===== config.mk =====
export PLATFORM = sky130hd
export DESIGN_NAME = psc_ctrl
export DESIGN_NICKNAME = d
export VERILOG_FILES = /design/src/design/psc_pkg.sv /design/src/design/psc_hold_qual.sv /design/src/design/psc_ctrl.sv
export VERILOG_INCLUDE_DIRS = /design/src /design/src/design
export SDC_FILE = /design/constraint.sdc
export NUM_CORES = 1
export LEC_CHECK = 0
export BUFFER_PORTS_ARGS = -buffer_cell sky130_fd_sc_hd__buf_2
export CAP_MARGIN = 10
export CORE_MARGIN = 3
export CORE_UTILIZATION = 59
export DETAILED_ROUTE_END_ITERATION = 6
export PLACE_DENSITY = 0.8
export REMOVE_ABC_BUFFERS = 1
export SLEW_MARGIN = 5
export SYNTH_ARGS = -nofsm -noshare
export SYNTH_HDL_FRONTEND = slang
export SYNTH_SLANG_ARGS = --single-unit

===== constraint.sdc =====
create_clock -name sys_clk_in -period 3.1 [get_ports sys_clk_in]
set_clock_uncertainty 0.1 [all_clocks]
set_input_delay 0.155 -clock sys_clk_in [delete_from_list [all_inputs] [get_ports sys_clk_in]]
set_output_delay 0.155 -clock sys_clk_in [all_outputs]
set_load 0.01 [all_outputs]

===== src/design/psc_map.svh =====
// psc_map.svh: offsets, field positions, reset values and timing figures of the
// power-save and function-switch controller.
// assumes: included by bare name by the design files of this block.
`ifndef PSC_MAP_SVH
`define PSC_MAP_SVH

// clock rate and timing figures
`define PSC_CLK_HZ 40000000
`define PSC_STOP_HOLD_MS 5000
`define PSC_RUN_HOLD_MS 2000
`define PSC_RANGING_RESUME_MS 200
`define PSC_MOTOR_RESUME_MS 3000
`define PSC_MS_TO_CYC(ms) (((ms) * 64'd40000) / 64'd1)

// register word offsets (byte addresses)
`define PSC_OFS_COMMAND 8'h00
`define PSC_OFS_SWITCH 8'h04
`define PSC_OFS_CONFIG 8'h08
`define PSC_OFS_STATUS 8'h0C
`define PSC_OFS_ALARM_IN 8'h10

// command register fields
`define PSC_CMD_CODE_LSB 8
`define PSC_CMD_CODE_MSB 15
`define PSC_CMD_DATA_LSB 0
`define PSC_CMD_DATA_MSB 7

// command codes (coined)
`define PSC_CODE_RANGING 8'h01
`define PSC_CODE_MOTOR 8'h02
`define PSC_CODE_REBOOT 8'h03
`define PSC_CODE_PARTICLE 8'h04
`define PSC_CODE_OUT_MODE 8'h05
`define PSC_CODE_SPATIAL 8'h06
`define PSC_CODE_FOG 8'h07

// switch register bits
`define PSC_SW_PARTICLE 0
`define PSC_SW_STATIC 1
`define PSC_SW_SPATIAL 2
`define PSC_SW_FOG 3

// config register bits
`define PSC_CFG_RANGING_IN_EN 0
`define PSC_CFG_MOTOR_IN_EN 1
`define PSC_CFG_READY_OUT_EN 2
`define PSC_CFG_ASSOC_LSB 8
`define PSC_CFG_ASSOC_MSB 15

// alarm bit positions (self-test items)
`define PSC_ALM_INTERNAL 0
`define PSC_ALM_MOTOR 3
`define PSC_ALM_RANGING 5
`define PSC_ALM_FOG 7
`define PSC_ALM_W 8

// stored configuration defaults (restored at every restart)
`define PSC_CFG_RESET 16'h0907
`define PSC_SW_RESET 4'h0

`define PSC_RDATA_UNMAPPED 32'hDEAD_BEEF

`endif


===== src/design/psc_pkg.sv =====
// psc_pkg.sv: types shared by the power-save controller files.
// assumes: compiled before the modules.
package psc_pkg;
  typedef enum logic [1:0] {PSC_RUN, PSC_STOPPED, PSC_RESUMING} psc_phase_t;
endpackage


===== src/design/psc_hold_qual.sv =====
// psc_hold_qual.sv: qualifies a pin level held for a stop time or a run time.
// assumes: pin is asynchronous; one clock domain with synchronous reset.
`timescale 1ns/1ps
`default_nettype none
module psc_hold_qual #(
  parameter int CNT_W = 28,
  parameter logic [CNT_W-1:0] STOP_CYC = 28'd200000000,
  parameter logic [CNT_W-1:0] RUN_CYC = 28'd80000000
) (
  input wire logic sys_clk_in,
  input wire logic rst_in,
  input wire logic pin_in,
  output logic stop_pulse_out,
  output logic run_pulse_out
);
  logic [2:0] sync_reg;
  logic level_reg;
  logic [CNT_W-1:0] cnt_reg;
  logic fired_reg;

  // three flops; a change counts when the second and third agree
  always_ff @(posedge sys_clk_in) begin
    if (rst_in) begin
      sync_reg <= 3'h0;
      level_reg <= 1'b0;
    end else begin
      sync_reg <= {sync_reg[1:0], pin_in};
      if (sync_reg[1] == sync_reg[2]) begin
        level_reg <= sync_reg[2];
      end
    end
  end

  // counter restarts on any level change; one pulse per qualified hold
  always_ff @(posedge sys_clk_in) begin
    if (rst_in) begin
      cnt_reg <= '0;
      fired_reg <= 1'b0;
      stop_pulse_out <= 1'b0;
      run_pulse_out <= 1'b0;
    end else begin
      stop_pulse_out <= 1'b0;
      run_pulse_out <= 1'b0;
      if ((sync_reg[1] == sync_reg[2]) && (sync_reg[2] != level_reg)) begin
        cnt_reg <= '0;
        fired_reg <= 1'b0;
      end else if (!fired_reg) begin
        if (cnt_reg == (level_reg ? STOP_CYC : RUN_CYC) - 1'b1) begin
          fired_reg <= 1'b1;
          stop_pulse_out <= level_reg;
          run_pulse_out <= !level_reg;
        end else begin
          cnt_reg <= cnt_reg + 1'b1;
        end
      end
    end
  end
endmodule // psc_hold_qual
`default_nettype wire


===== src/design/psc_ctrl.sv =====
// psc_ctrl.sv: power-save and function-switch controller with Avalon-MM slave.
// assumes: host packets arrive as writes to the command register; alarm
// sources other than the two stop alarms come in as levels on the same clock.
//
// How it works
// - ranging command data 0 stops laser ranging, data 1 resumes it.
// - ranging pin high for 5 s stops ranging.
// - ranging pin low for 2 s releases the ranging stop.
// - motor command data 0 halts the motor, data 1 restarts it.
// - motor pin high for 5 s stops the motor.
// - motor pin low for 2 s restarts the motor.
// - ranging stop raises its alarm, lights fault led, may drop ready.
// - motor stop raises its alarm, lights fault led, drops ready by default.
// - ranging resumes 200 ms after the release is qualified.
// - ranging returns 3 s after the motor restart is qualified.
// - each pin acts only when its enable bit is set.
// - reboot command restarts the block except the two pin qualifiers.
// - ranging is stopped whenever the motor is stopped.
// - a command switches the particle filter on or off.
// - a command selects static (filtered) or mobile (raw) output.
// - a command switches the spatial filter on or off.
// - a command switches fog detection; fog alarm only while enabled.
// - output mode defaults to mobile.
// - switches last until restart, then take stored configuration values.
// - ready is valid only when no associated alarm is active.
// - ready pin is on when ready is valid and its output is enabled.
// - status word carries ready in bit 0, alarm items above it.
`timescale 1ns/1ps
`default_nettype none
`include "psc_map.svh"
module psc_ctrl #(
  parameter logic [27:0] STOP_HOLD_CYC = 28'd200000000,
  parameter logic [27:0] RUN_HOLD_CYC = 28'd80000000,
  parameter logic [27:0] RANGING_RESUME_CYC = 28'd8000000,
  parameter logic [27:0] MOTOR_RESUME_CYC = 28'd120000000
) (
  input wire logic sys_clk_in,
  input wire logic rst_in,
  input wire logic [7:0] avs_address_in,
  input wire logic avs_read_in,
  input wire logic avs_write_in,
  input wire logic [31:0] avs_writedata_in,
  input wire logic [3:0] avs_byteenable_in,
  output logic [31:0] avs_readdata_out,
  output logic avs_waitrequest_out,
  input wire logic ranging_ctrl_input_in,
  input wire logic motor_ctrl_input_in,
  input wire logic fog_seen_in,
  input wire logic internal_err_in,
  output logic laser_enable_out,
  output logic motor_enable_out,
  output logic ranging_valid_out,
  output logic fault_led_out,
  output logic ready_output_pin_out,
  output logic particle_filter_out,
  output logic static_mode_out,
  output logic spatial_filter_out,
  output logic fog_detect_out
);
  // ----------------------------------------------------------------
  // bus slave
  // ----------------------------------------------------------------
  logic reboot_reg;
  logic ack_reg;
  logic [15:0] cfg_reg;
  logic [3:0] sw_reg;
  logic [`PSC_ALM_W-1:0] alarm_reg;
  logic ready_reg;
  logic [15:0] last_cmd_reg;
  psc_pkg::psc_phase_t rng_phase_reg;
  psc_pkg::psc_phase_t mot_phase_reg;
  logic [27:0] rng_cnt_reg;
  logic [27:0] mot_cnt_reg;

  logic req;
  logic wr_cmd;
  logic [7:0] cmd_code;
  logic [7:0] cmd_data;
  logic rng_stop_pin;
  logic rng_run_pin;
  logic mot_stop_pin;
  logic mot_run_pin;
  logic rng_stop_ev;
  logic rng_run_ev;
  logic mot_stop_ev;
  logic mot_run_ev;

  // one wait cycle, answered at the second edge of the request
  assign req = (avs_read_in || avs_write_in) && !ack_reg;
  always_ff @(posedge sys_clk_in) begin
    if (rst_in || reboot_reg) begin
      ack_reg <= 1'b0;
    end else begin
      ack_reg <= req;
    end
  end
  // waitrequest is a flop of its own, always the inverse of ack_reg
  always_ff @(posedge sys_clk_in) begin
    if (rst_in || reboot_reg) begin
      avs_waitrequest_out <= 1'b1;
    end else begin
      avs_waitrequest_out <= !req;
    end
  end

  // a command needs both low lanes: code and data travel together
  assign wr_cmd = avs_write_in && ack_reg && (avs_address_in == `PSC_OFS_COMMAND)
    && avs_byteenable_in[0] && avs_byteenable_in[1];
  assign cmd_code = avs_writedata_in[`PSC_CMD_CODE_MSB:`PSC_CMD_CODE_LSB];
  assign cmd_data = avs_writedata_in[`PSC_CMD_DATA_MSB:`PSC_CMD_DATA_LSB];

  // read data is launched at the request's first edge and stands at the
  // edge where waitrequest is sampled low
  always_ff @(posedge sys_clk_in) begin
    if (rst_in || reboot_reg) begin
      avs_readdata_out <= 32'h0000_0000;
    end else if (req && avs_read_in) begin
      case (avs_address_in)
        `PSC_OFS_COMMAND: avs_readdata_out <= {16'h0000, last_cmd_reg};
        `PSC_OFS_SWITCH: avs_readdata_out <= {28'h0000000, sw_reg};
        `PSC_OFS_CONFIG: avs_readdata_out <= {16'h0000, cfg_reg};
        `PSC_OFS_STATUS: avs_readdata_out <= {23'h0, alarm_reg, ready_reg};
        `PSC_OFS_ALARM_IN: avs_readdata_out <= {26'h0, rng_phase_reg, mot_phase_reg,
          fog_seen_in, internal_err_in};
        default: avs_readdata_out <= `PSC_RDATA_UNMAPPED;
      endcase
    end
  end

  // ----------------------------------------------------------------
  // command and configuration registers
  // ----------------------------------------------------------------
  // reboot is a one-clock pulse that takes the place of rst_in below, except at the two pin qualifiers
  always_ff @(posedge sys_clk_in) begin
    if (rst_in || reboot_reg) begin
      reboot_reg <= 1'b0;
      last_cmd_reg <= 16'h0000;
    end else begin
      reboot_reg <= wr_cmd && (cmd_code == `PSC_CODE_REBOOT);
      if (wr_cmd) begin
        last_cmd_reg <= avs_writedata_in[`PSC_CMD_CODE_MSB:`PSC_CMD_DATA_LSB];
      end
    end
  end

  always_ff @(posedge sys_clk_in) begin
    if (rst_in || reboot_reg) begin
      cfg_reg <= `PSC_CFG_RESET;
    end else if (avs_write_in && ack_reg && (avs_address_in == `PSC_OFS_CONFIG)) begin
      // one lane per byte; lanes 2 and 3 hold nothing
      if (avs_byteenable_in[0]) begin
        cfg_reg[7:0] <= avs_writedata_in[7:0];
      end
      if (avs_byteenable_in[1]) begin
        cfg_reg[15:8] <= avs_writedata_in[15:8];
      end
    end
  end

  // switches return to stored values on every restart
  // unknown codes leave every switch as it was
  always_ff @(posedge sys_clk_in) begin
    if (rst_in || reboot_reg) begin
      sw_reg <= `PSC_SW_RESET;
    end else if (wr_cmd) begin
      case (cmd_code)
        `PSC_CODE_PARTICLE: sw_reg[`PSC_SW_PARTICLE] <= cmd_data[0];
        `PSC_CODE_OUT_MODE: sw_reg[`PSC_SW_STATIC] <= cmd_data[0];
        `PSC_CODE_SPATIAL: sw_reg[`PSC_SW_SPATIAL] <= cmd_data[0];
        `PSC_CODE_FOG: sw_reg[`PSC_SW_FOG] <= cmd_data[0];
        default: sw_reg <= sw_reg;
      endcase
    end
  end

  // ----------------------------------------------------------------
  // pin qualification
  // ----------------------------------------------------------------
  // qualifiers sit outside the reboot reset: a pin held across a reboot
  // keeps its count, so the host need not restart its hold
  psc_hold_qual #(
    .CNT_W(28),
    .STOP_CYC(STOP_HOLD_CYC),
    .RUN_CYC(RUN_HOLD_CYC)
  ) u_rng_qual (
    .sys_clk_in(sys_clk_in),
    .rst_in(rst_in),
    .pin_in(ranging_ctrl_input_in),
    .stop_pulse_out(rng_stop_pin),
    .run_pulse_out(rng_run_pin)
  );

  psc_hold_qual #(
    .CNT_W(28),
    .STOP_CYC(STOP_HOLD_CYC),
    .RUN_CYC(RUN_HOLD_CYC)
  ) u_mot_qual (
    .sys_clk_in(sys_clk_in),
    .rst_in(rst_in),
    .pin_in(motor_ctrl_input_in),
    .stop_pulse_out(mot_stop_pin),
    .run_pulse_out(mot_run_pin)
  );

  // either path acts; a pin only when enabled
  // a pin event with its enable clear is dropped, not remembered
  assign rng_stop_ev = (wr_cmd && (cmd_code == `PSC_CODE_RANGING) && (cmd_data == 8'h00))
    || (rng_stop_pin && cfg_reg[`PSC_CFG_RANGING_IN_EN]);
  assign rng_run_ev = (wr_cmd && (cmd_code == `PSC_CODE_RANGING) && (cmd_data == 8'h01))
    || (rng_run_pin && cfg_reg[`PSC_CFG_RANGING_IN_EN]);
  assign mot_stop_ev = (wr_cmd && (cmd_code == `PSC_CODE_MOTOR) && (cmd_data == 8'h00))
    || (mot_stop_pin && cfg_reg[`PSC_CFG_MOTOR_IN_EN]);
  assign mot_run_ev = (wr_cmd && (cmd_code == `PSC_CODE_MOTOR) && (cmd_data == 8'h01))
    || (mot_run_pin && cfg_reg[`PSC_CFG_MOTOR_IN_EN]);

  // ----------------------------------------------------------------
  // ranging stop state
  // ----------------------------------------------------------------
  // stop wins over run in one cycle; a stop while resuming stops again
  // and the resume delay starts over from zero
  always_ff @(posedge sys_clk_in) begin
    if (rst_in || reboot_reg) begin
      rng_phase_reg <= psc_pkg::PSC_RUN;
      rng_cnt_reg <= 28'h0000000;
    end else if (rng_stop_ev) begin
      rng_phase_reg <= psc_pkg::PSC_STOPPED;
    end else begin
      case (rng_phase_reg)
        psc_pkg::PSC_STOPPED: begin
          if (rng_run_ev) begin
            rng_phase_reg <= psc_pkg::PSC_RESUMING;
            rng_cnt_reg <= 28'h0000000;
          end
        end
        psc_pkg::PSC_RESUMING: begin
          if (rng_cnt_reg == RANGING_RESUME_CYC - 28'h0000001) begin
            rng_phase_reg <= psc_pkg::PSC_RUN;
          end else begin
            rng_cnt_reg <= rng_cnt_reg + 28'h0000001;
          end
        end
        psc_pkg::PSC_RUN: rng_phase_reg <= psc_pkg::PSC_RUN;
        default: rng_phase_reg <= psc_pkg::PSC_RUN;
      endcase
    end
  end

  // ----------------------------------------------------------------
  // motor stop state
  // ----------------------------------------------------------------
  // same phases as ranging; the motor phase also gates the laser
  always_ff @(posedge sys_clk_in) begin
    if (rst_in || reboot_reg) begin
      mot_phase_reg <= psc_pkg::PSC_RUN;
      mot_cnt_reg <= 28'h0000000;
    end else if (mot_stop_ev) begin
      mot_phase_reg <= psc_pkg::PSC_STOPPED;
    end else begin
      case (mot_phase_reg)
        psc_pkg::PSC_STOPPED: begin
          if (mot_run_ev) begin
            mot_phase_reg <= psc_pkg::PSC_RESUMING;
            mot_cnt_reg <= 28'h0000000;
          end
        end
        psc_pkg::PSC_RESUMING: begin
          if (mot_cnt_reg == MOTOR_RESUME_CYC - 28'h0000001) begin
            mot_phase_reg <= psc_pkg::PSC_RUN;
          end else begin
            mot_cnt_reg <= mot_cnt_reg + 28'h0000001;
          end
        end
        psc_pkg::PSC_RUN: mot_phase_reg <= psc_pkg::PSC_RUN;
        default: mot_phase_reg <= psc_pkg::PSC_RUN;
      endcase
    end
  end

  // ----------------------------------------------------------------
  // alarms, ready and outputs
  // ----------------------------------------------------------------
  // one bit per self-test item; items this block does not own stay clear
  always_ff @(posedge sys_clk_in) begin
    if (rst_in || reboot_reg) begin
      alarm_reg <= '0;
    end else begin
      alarm_reg <= '0;
      alarm_reg[`PSC_ALM_INTERNAL] <= internal_err_in;
      alarm_reg[`PSC_ALM_MOTOR] <= (mot_phase_reg == psc_pkg::PSC_STOPPED);
      alarm_reg[`PSC_ALM_RANGING] <= (rng_phase_reg == psc_pkg::PSC_STOPPED);
      alarm_reg[`PSC_ALM_FOG] <= fog_seen_in && sw_reg[`PSC_SW_FOG];
    end
  end

  always_ff @(posedge sys_clk_in) begin
    if (rst_in || reboot_reg) begin
      ready_reg <= 1'b0;
      fault_led_out <= 1'b0;
    end else begin
      ready_reg <= ~|(alarm_reg & cfg_reg[`PSC_CFG_ASSOC_MSB:`PSC_CFG_ASSOC_LSB]);
      fault_led_out <= |alarm_reg;
    end
  end

  // the pin lags ready_reg by one clock, so a mask write never glitches it
  always_ff @(posedge sys_clk_in) begin
    if (rst_in || reboot_reg) begin
      ready_output_pin_out <= 1'b0;
    end else begin
      ready_output_pin_out <= ready_reg && cfg_reg[`PSC_CFG_READY_OUT_EN];
    end
  end

  // the laser needs both phases out of stop; valid needs both fully run
  always_ff @(posedge sys_clk_in) begin
    if (rst_in || reboot_reg) begin
      laser_enable_out <= 1'b1;
      motor_enable_out <= 1'b1;
      ranging_valid_out <= 1'b0;
    end else begin
      motor_enable_out <= (mot_phase_reg != psc_pkg::PSC_STOPPED);
      laser_enable_out <= (rng_phase_reg != psc_pkg::PSC_STOPPED)
        && (mot_phase_reg != psc_pkg::PSC_STOPPED);
      ranging_valid_out <= (rng_phase_reg == psc_pkg::PSC_RUN)
        && (mot_phase_reg == psc_pkg::PSC_RUN);
    end
  end

  // function switches drive the data path filters directly
  always_ff @(posedge sys_clk_in) begin
    if (rst_in || reboot_reg) begin
      particle_filter_out <= 1'b0;
      static_mode_out <= 1'b0;
      spatial_filter_out <= 1'b0;
      fog_detect_out <= 1'b0;
    end else begin
      particle_filter_out <= sw_reg[`PSC_SW_PARTICLE];
      static_mode_out <= sw_reg[`PSC_SW_STATIC];
      spatial_filter_out <= sw_reg[`PSC_SW_SPATIAL];
      fog_detect_out <= sw_reg[`PSC_SW_FOG];
    end
  end
endmodule // psc_ctrl
`default_nettype wire


After elaboration in Yosys (flattened, before gate mapping)
Cells that the tools add are included.

cells by class
  reductions and logical operators = 63
  add/sub/neg operators = 6
  equality and inequality tests = 36
  bitwise operators = 7
  multiplexer cells = 21

operator list
  cell                                                                     count
  28-bit 2-to-1 mux                                                        6
  32-bit one-hot mux with 5 select lines                                   1
  28-bit by 1-bit adder with 28-bit output, second input constant          4
  28-bit one-hot mux with 2 select lines                                   2
  28-bit equality test                                                     2
  28-bit by 1-bit subtractor with 28-bit output, second input constant     2
  8-bit by 3-bit equality test with 1-bit output, second input constant    5
  28-bit by 23-bit equality test with 1-bit output, second input constant  1
  28-bit by 27-bit equality test with 1-bit output, second input constant  1
  1-bit logical AND                                                        24
  2-bit AND reduction                                                      12
  8-bit by 1-bit equality test with 1-bit output, second input constant    2
  8-bit by 2-bit equality test with 1-bit output, second input constant    2
  8-bit by 4-bit equality test with 1-bit output, second input constant    2
  8-bit zero test                                                          2
  8-bit OR reduction                                                       2
  2-bit != test, second input constant                                     6
  3-bit != test, second input constant                                     4
  8-bit AND                                                                1
  8-bit by 5-bit equality test with 1-bit output, second input constant    1
  2-bit 2-to-1 mux                                                         4
  2-bit one-hot mux with 2 select lines                                    2
  4-bit AND reduction                                                      2
  2-bit OR reduction                                                       4
  other kinds (12)                                                         39

word-level totals
  bits of input ports = 52
  register bits after elaboration = 219
  output and inout port bits = 42

Logic depth before layout (Yosys ltp)
  word-level depth = 10
  mapped depth = 12

Hierarchy
Synthesis repeated with hierarchy kept, for this count alone.

second synthesis, totals
  cells, all modules = 1,140
  area total of the unflattened synthesis = 9,619.2 um^2

by module, submodules not included
  module                       cells each  times used  area an instance (um^2)  sequential area each (um^2)
  psc_ctrl                     746         1           6,259.8                  2,602.5
  psc_hold_qual at u_rng_qual  199         1           1,696.6                  700.7
  psc_hold_qual at u_mot_qual  195         1           1,662.8                  700.7

Worst setup path after synthesis
OpenSTA, ideal clock, no wires.

  path kind = register to register
  start point = register u_mot_qual.cnt_reg[18]
  end point = register u_mot_qual.cnt_reg[11]
  library setup time = 128 ps
  data arrival time = 2,154 ps
  setup slack = 718 ps
  path buffers = 1
  clock period less this slack = 2,382 ps
  stages on the path, launching flop included = 9
  cell sequence = dfxtp_1 > nand4b_1 > or4b_2 > a2111oi_4 > or2_2 > clkbuf_1 > nor4_1 > xnor2_1 > nor2_1

on the way
  longest elaborated chain between the ends = 3

RTL lines
  item                                  RTL line             text
  start: declaration                    psc_hold_qual.sv:18  logic [CNT_W-1:0] cnt_reg;
  start signal: assignment              psc_hold_qual.sv:53  cnt_reg <= cnt_reg + 1'b1;
  28-bit equality test                  psc_hold_qual.sv:48  if (cnt_reg == (level_reg ? STOP_CYC : RUN_CYC) - 1'b1) begin
  1-bit inverter (no source line)       -
  2-bit AND reduction (no source line)  -

Every way passes these cells.
A chain may end at the register's enable or synchronous reset.

Worst setup path in the final report
  start point = input avs_writedata_in[6]
  end point = register mot_cnt_reg[22]

on the way
  longest elaborated chain between the ends = 5
  elaborated cells on any way between the ends = 9
  classes of those cells = 2 x eq/ne; 1 x bitwise; 6 x reduce/logical

RTL lines
  item                                                                               RTL line                          text
  start: declaration                                                                 psc_ctrl.sv:42                    input wire logic [31:0] avs_writedata_in,
  8-bit by 1-bit equality test with 1-bit output or 8-bit zero test (tied branches)  psc_ctrl.sv:213, psc_ctrl.sv:211
  1-bit logical AND (on tied branches)                                               psc_ctrl.sv:213, psc_ctrl.sv:211
  1-bit logical OR (on tied branches)                                                psc_ctrl.sv:213, psc_ctrl.sv:211
  2-bit != test (no source line) or 1-bit inverter (tied branches)                   -
  4-bit AND reduction (no source line) (*)                                           -
  end signal: assignment                                                             psc_ctrl.sv:270                   mot_cnt_reg <= mot_cnt_reg + 28'h0000001;
  end: declaration                                                                   psc_ctrl.sv:73                    logic [27:0] mot_cnt_reg;

Mark *: on every way between the ends. The rest lies on a longest branch, timed or not.

==> results.toml <==
[die]
dieArea_um2 = 17200
ios = 94
start_util = 0.607
die_h_um = 131
die_width_um = 131
core_area_um2 = 15300
row_count = 45

[pwr]
p_leak_nw = 3.86
p_total_mw = 5.08
p_per_area_nw_per_um2 = 477
ir_drop_mv = 0.437

[clock_tree]
cts_tree = "done"
cts_buffer_depth = 2
cts_root_buffer = "clkbuf_16"
cts_max_level = 4
postCtsSetupBuffers = 0
cts.sinks = 200
path_clk_slew_ns = 0.06
ctsResizeCount = 0
cts_buffers = 17
insertion_delay_ns = 0.43
ctsHoldBuffers = 26

[place]
io_buffer_count = 70
gp_congestion = 0.866
dp_cells = 1370
pre_cts_slack_ns = 0.487
dpl-instance-area_um2 = 9810
place_hpwl_um = 14500

[final_layout]
fin_area_um2 = 10700
ff_latch_area_um2 = 4000
fin_cells = 1427
area_growth_pct = 15.1
antennaDiodeCount = 0
drive_above_1_share = 0.122
finish.utilization = 0.698
nFillCells = 1155
multi_input_area_um2 = 4880
final_nets = 1263

[run]
cap_violations = 0

[logic_synthesis]
syn_area_um2 = 9260
ys_warn_count = 0
synth_top_cell_area_share = 0.432
syn_inst = 1126
ys_top_cells_by_count = "dfxtp_1, nand2_1, nor2_1, a21oi_1, o21ai_0"
synth_edf_count = 0
async_reset_ff_frac = 0
synth_area_leaders = "dfxtp_1, nand2_1, nor2_1"
synthFlopType = "dfxtp_1"
synth_most_common_cell = "dfxtp_1"
synth.yosys.seq_area_share = 0.432
yosys_register_bits = 200
ys_types = 66
syn_avg_cell_area_um2 = 8.23
synth_top_area_cell = "dfxtp_1"

[setup_path]
start_kind = "primary input"
worst-path-buf-inv = 2
critical_path_required_ns = 3.36
slowest_stage = "or4_1"
worstPathArrival_ns = 3.03
cp.depth = 9
worst_path_largest_cell_delay_ns = 0.57
path_cells = "dlygate4sd3_1 > buf_2 > nor4_1 > nand4_1 > o31ai_4 > and4_1 > nand2_1 > or4_1 > o21ai_0"
cp_max_fo = 12
reg2reg_depth = 7
crit_family = "simple AND/OR/NAND/NOR gates"
critPathCaptureType = "flop"
crit_type = "primary input to flop"

[min_path]
worstHoldPathCells = 3
hp-class = "primary input to flop"

[drt]
drtIter0Drc = 887
route.met3.wl_um = 1470
wl_per_cell_um = 15.5
dr.pass1.iters = 5
top_layer = "met4"
ant_nets = 0
vias = 8566
viasPerCell = 6.00
wl_met1_um = 9730
route.met2.wl_um = 10400
wl_um = 22100
drc = 0

[status]
status = "completed"

[global_route]
first_global_vias = 7916
grt.total_usage = 0.254
grt_first_pass_wirelength_um = 37400
gr-total-overflow = 0
grt_start_max_net_pins = 41
antenna_found_initial = 0

[timing]
hold_viol = 0
final.period_utilization = 0.895
clock.fmax_mhz = 361
finalSetupTns_ns = 0
maxSlewViolCount = 0
setup_ws_ns = 0.327
fin_crit_ns = 2.77
finalSetupViolCount = 0
relSlewSlack = 0.391
tightest_slew_ns = 0.914
rsz0062_at_grt = "false"
whs_ns = 0.0228
## worst register-to-register path: cells and delay by family, from the launching register on
kind	cells	cell delay [ns]
simple gates	5	1.57
compound gates	2	0.47
flops	1	0.49
## logic make-up (layout without fill, tap and decap cells)
family | Yosys count | after routing | share of synthesized area
AND/OR/NAND/NOR | 553 | 553 | 0.308
AO/OA/AOI/OAI | 210 | 210 | 0.140
flip-flops | 200 | 200 | 0.432
buffers and inverters | 87 | 173 | 0.0434
XOR/XNOR | 54 | 54 | 0.0511
multiplexers | 14 | 14 | 0.0151
adder cells (fa/ha/maj) | 7 | 7 | 0.00946
other | 1 | 5 | 0.000405
## power breakdown
part / internal, mW / total (mW) / switching, mW / leakage, nW
Combinational: 0.0941 / 0.233 / 0.139 / 1.96
Sequential: 2.60 / 2.62 / 0.0214 / 1.62
Clock: 1.31 / 2.23 / 0.918 / 0.281
## placed cells by master, fill, tap and decap left out, drive strengths merged, types with 14 or more instances in the layout
master       Yosys  final
dfxtp          200    200
clkbuf          41     24
nor3            28     28
and3            22     22
dlygate4sd3      0     26
mux2i           14     14
a21oi           86     86
nor4            21     21
or3             14     14
o21ai           57     57
nand4           40     40
xor2            26     26
and2            21     21
inv             16     16
or4             16     16
xnor2           28     28
nand2          142    142
nor2           138    138
nand3           46     46
buf             30    100
## metal layers
| metal | global-route usage | vias to the layer above |
|---|---|---|
| met2 | 0.409 | 330 |
| met3 | 0.0513 | 51 |
| met5 | 0 | - |
| met1 | 0.338 | 4017 |
| li1 | - | 4168 |
| met4 | 0.102 | 0 |
## final timing paths
path / startpoint / to / slack, ns
hold reg to reg: u_mot_qual.sync_reg[0] / u_mot_qual.sync_reg[1] / 0.34
setup reg to reg: ack_reg / mot_cnt_reg[22] / 0.38
setup / recovery: avs_writedata_in[6] / mot_cnt_reg[22] / 0.33
hold / removal: avs_address_in[3] / avs_readdata_out[6] / 0.02
## cell type report
class | count | area share
multi-input combinational | 843 | 0.458
sequential | 200 | 0.376
timing repair buffer | 126 | 0.0808
clock buffer | 24 | 0.0443
tap | 211 | 0.0248
clock inverter | 7 | 0.0112
inverter | 16 | 0.00564
(Power assumes the default switching activity.)
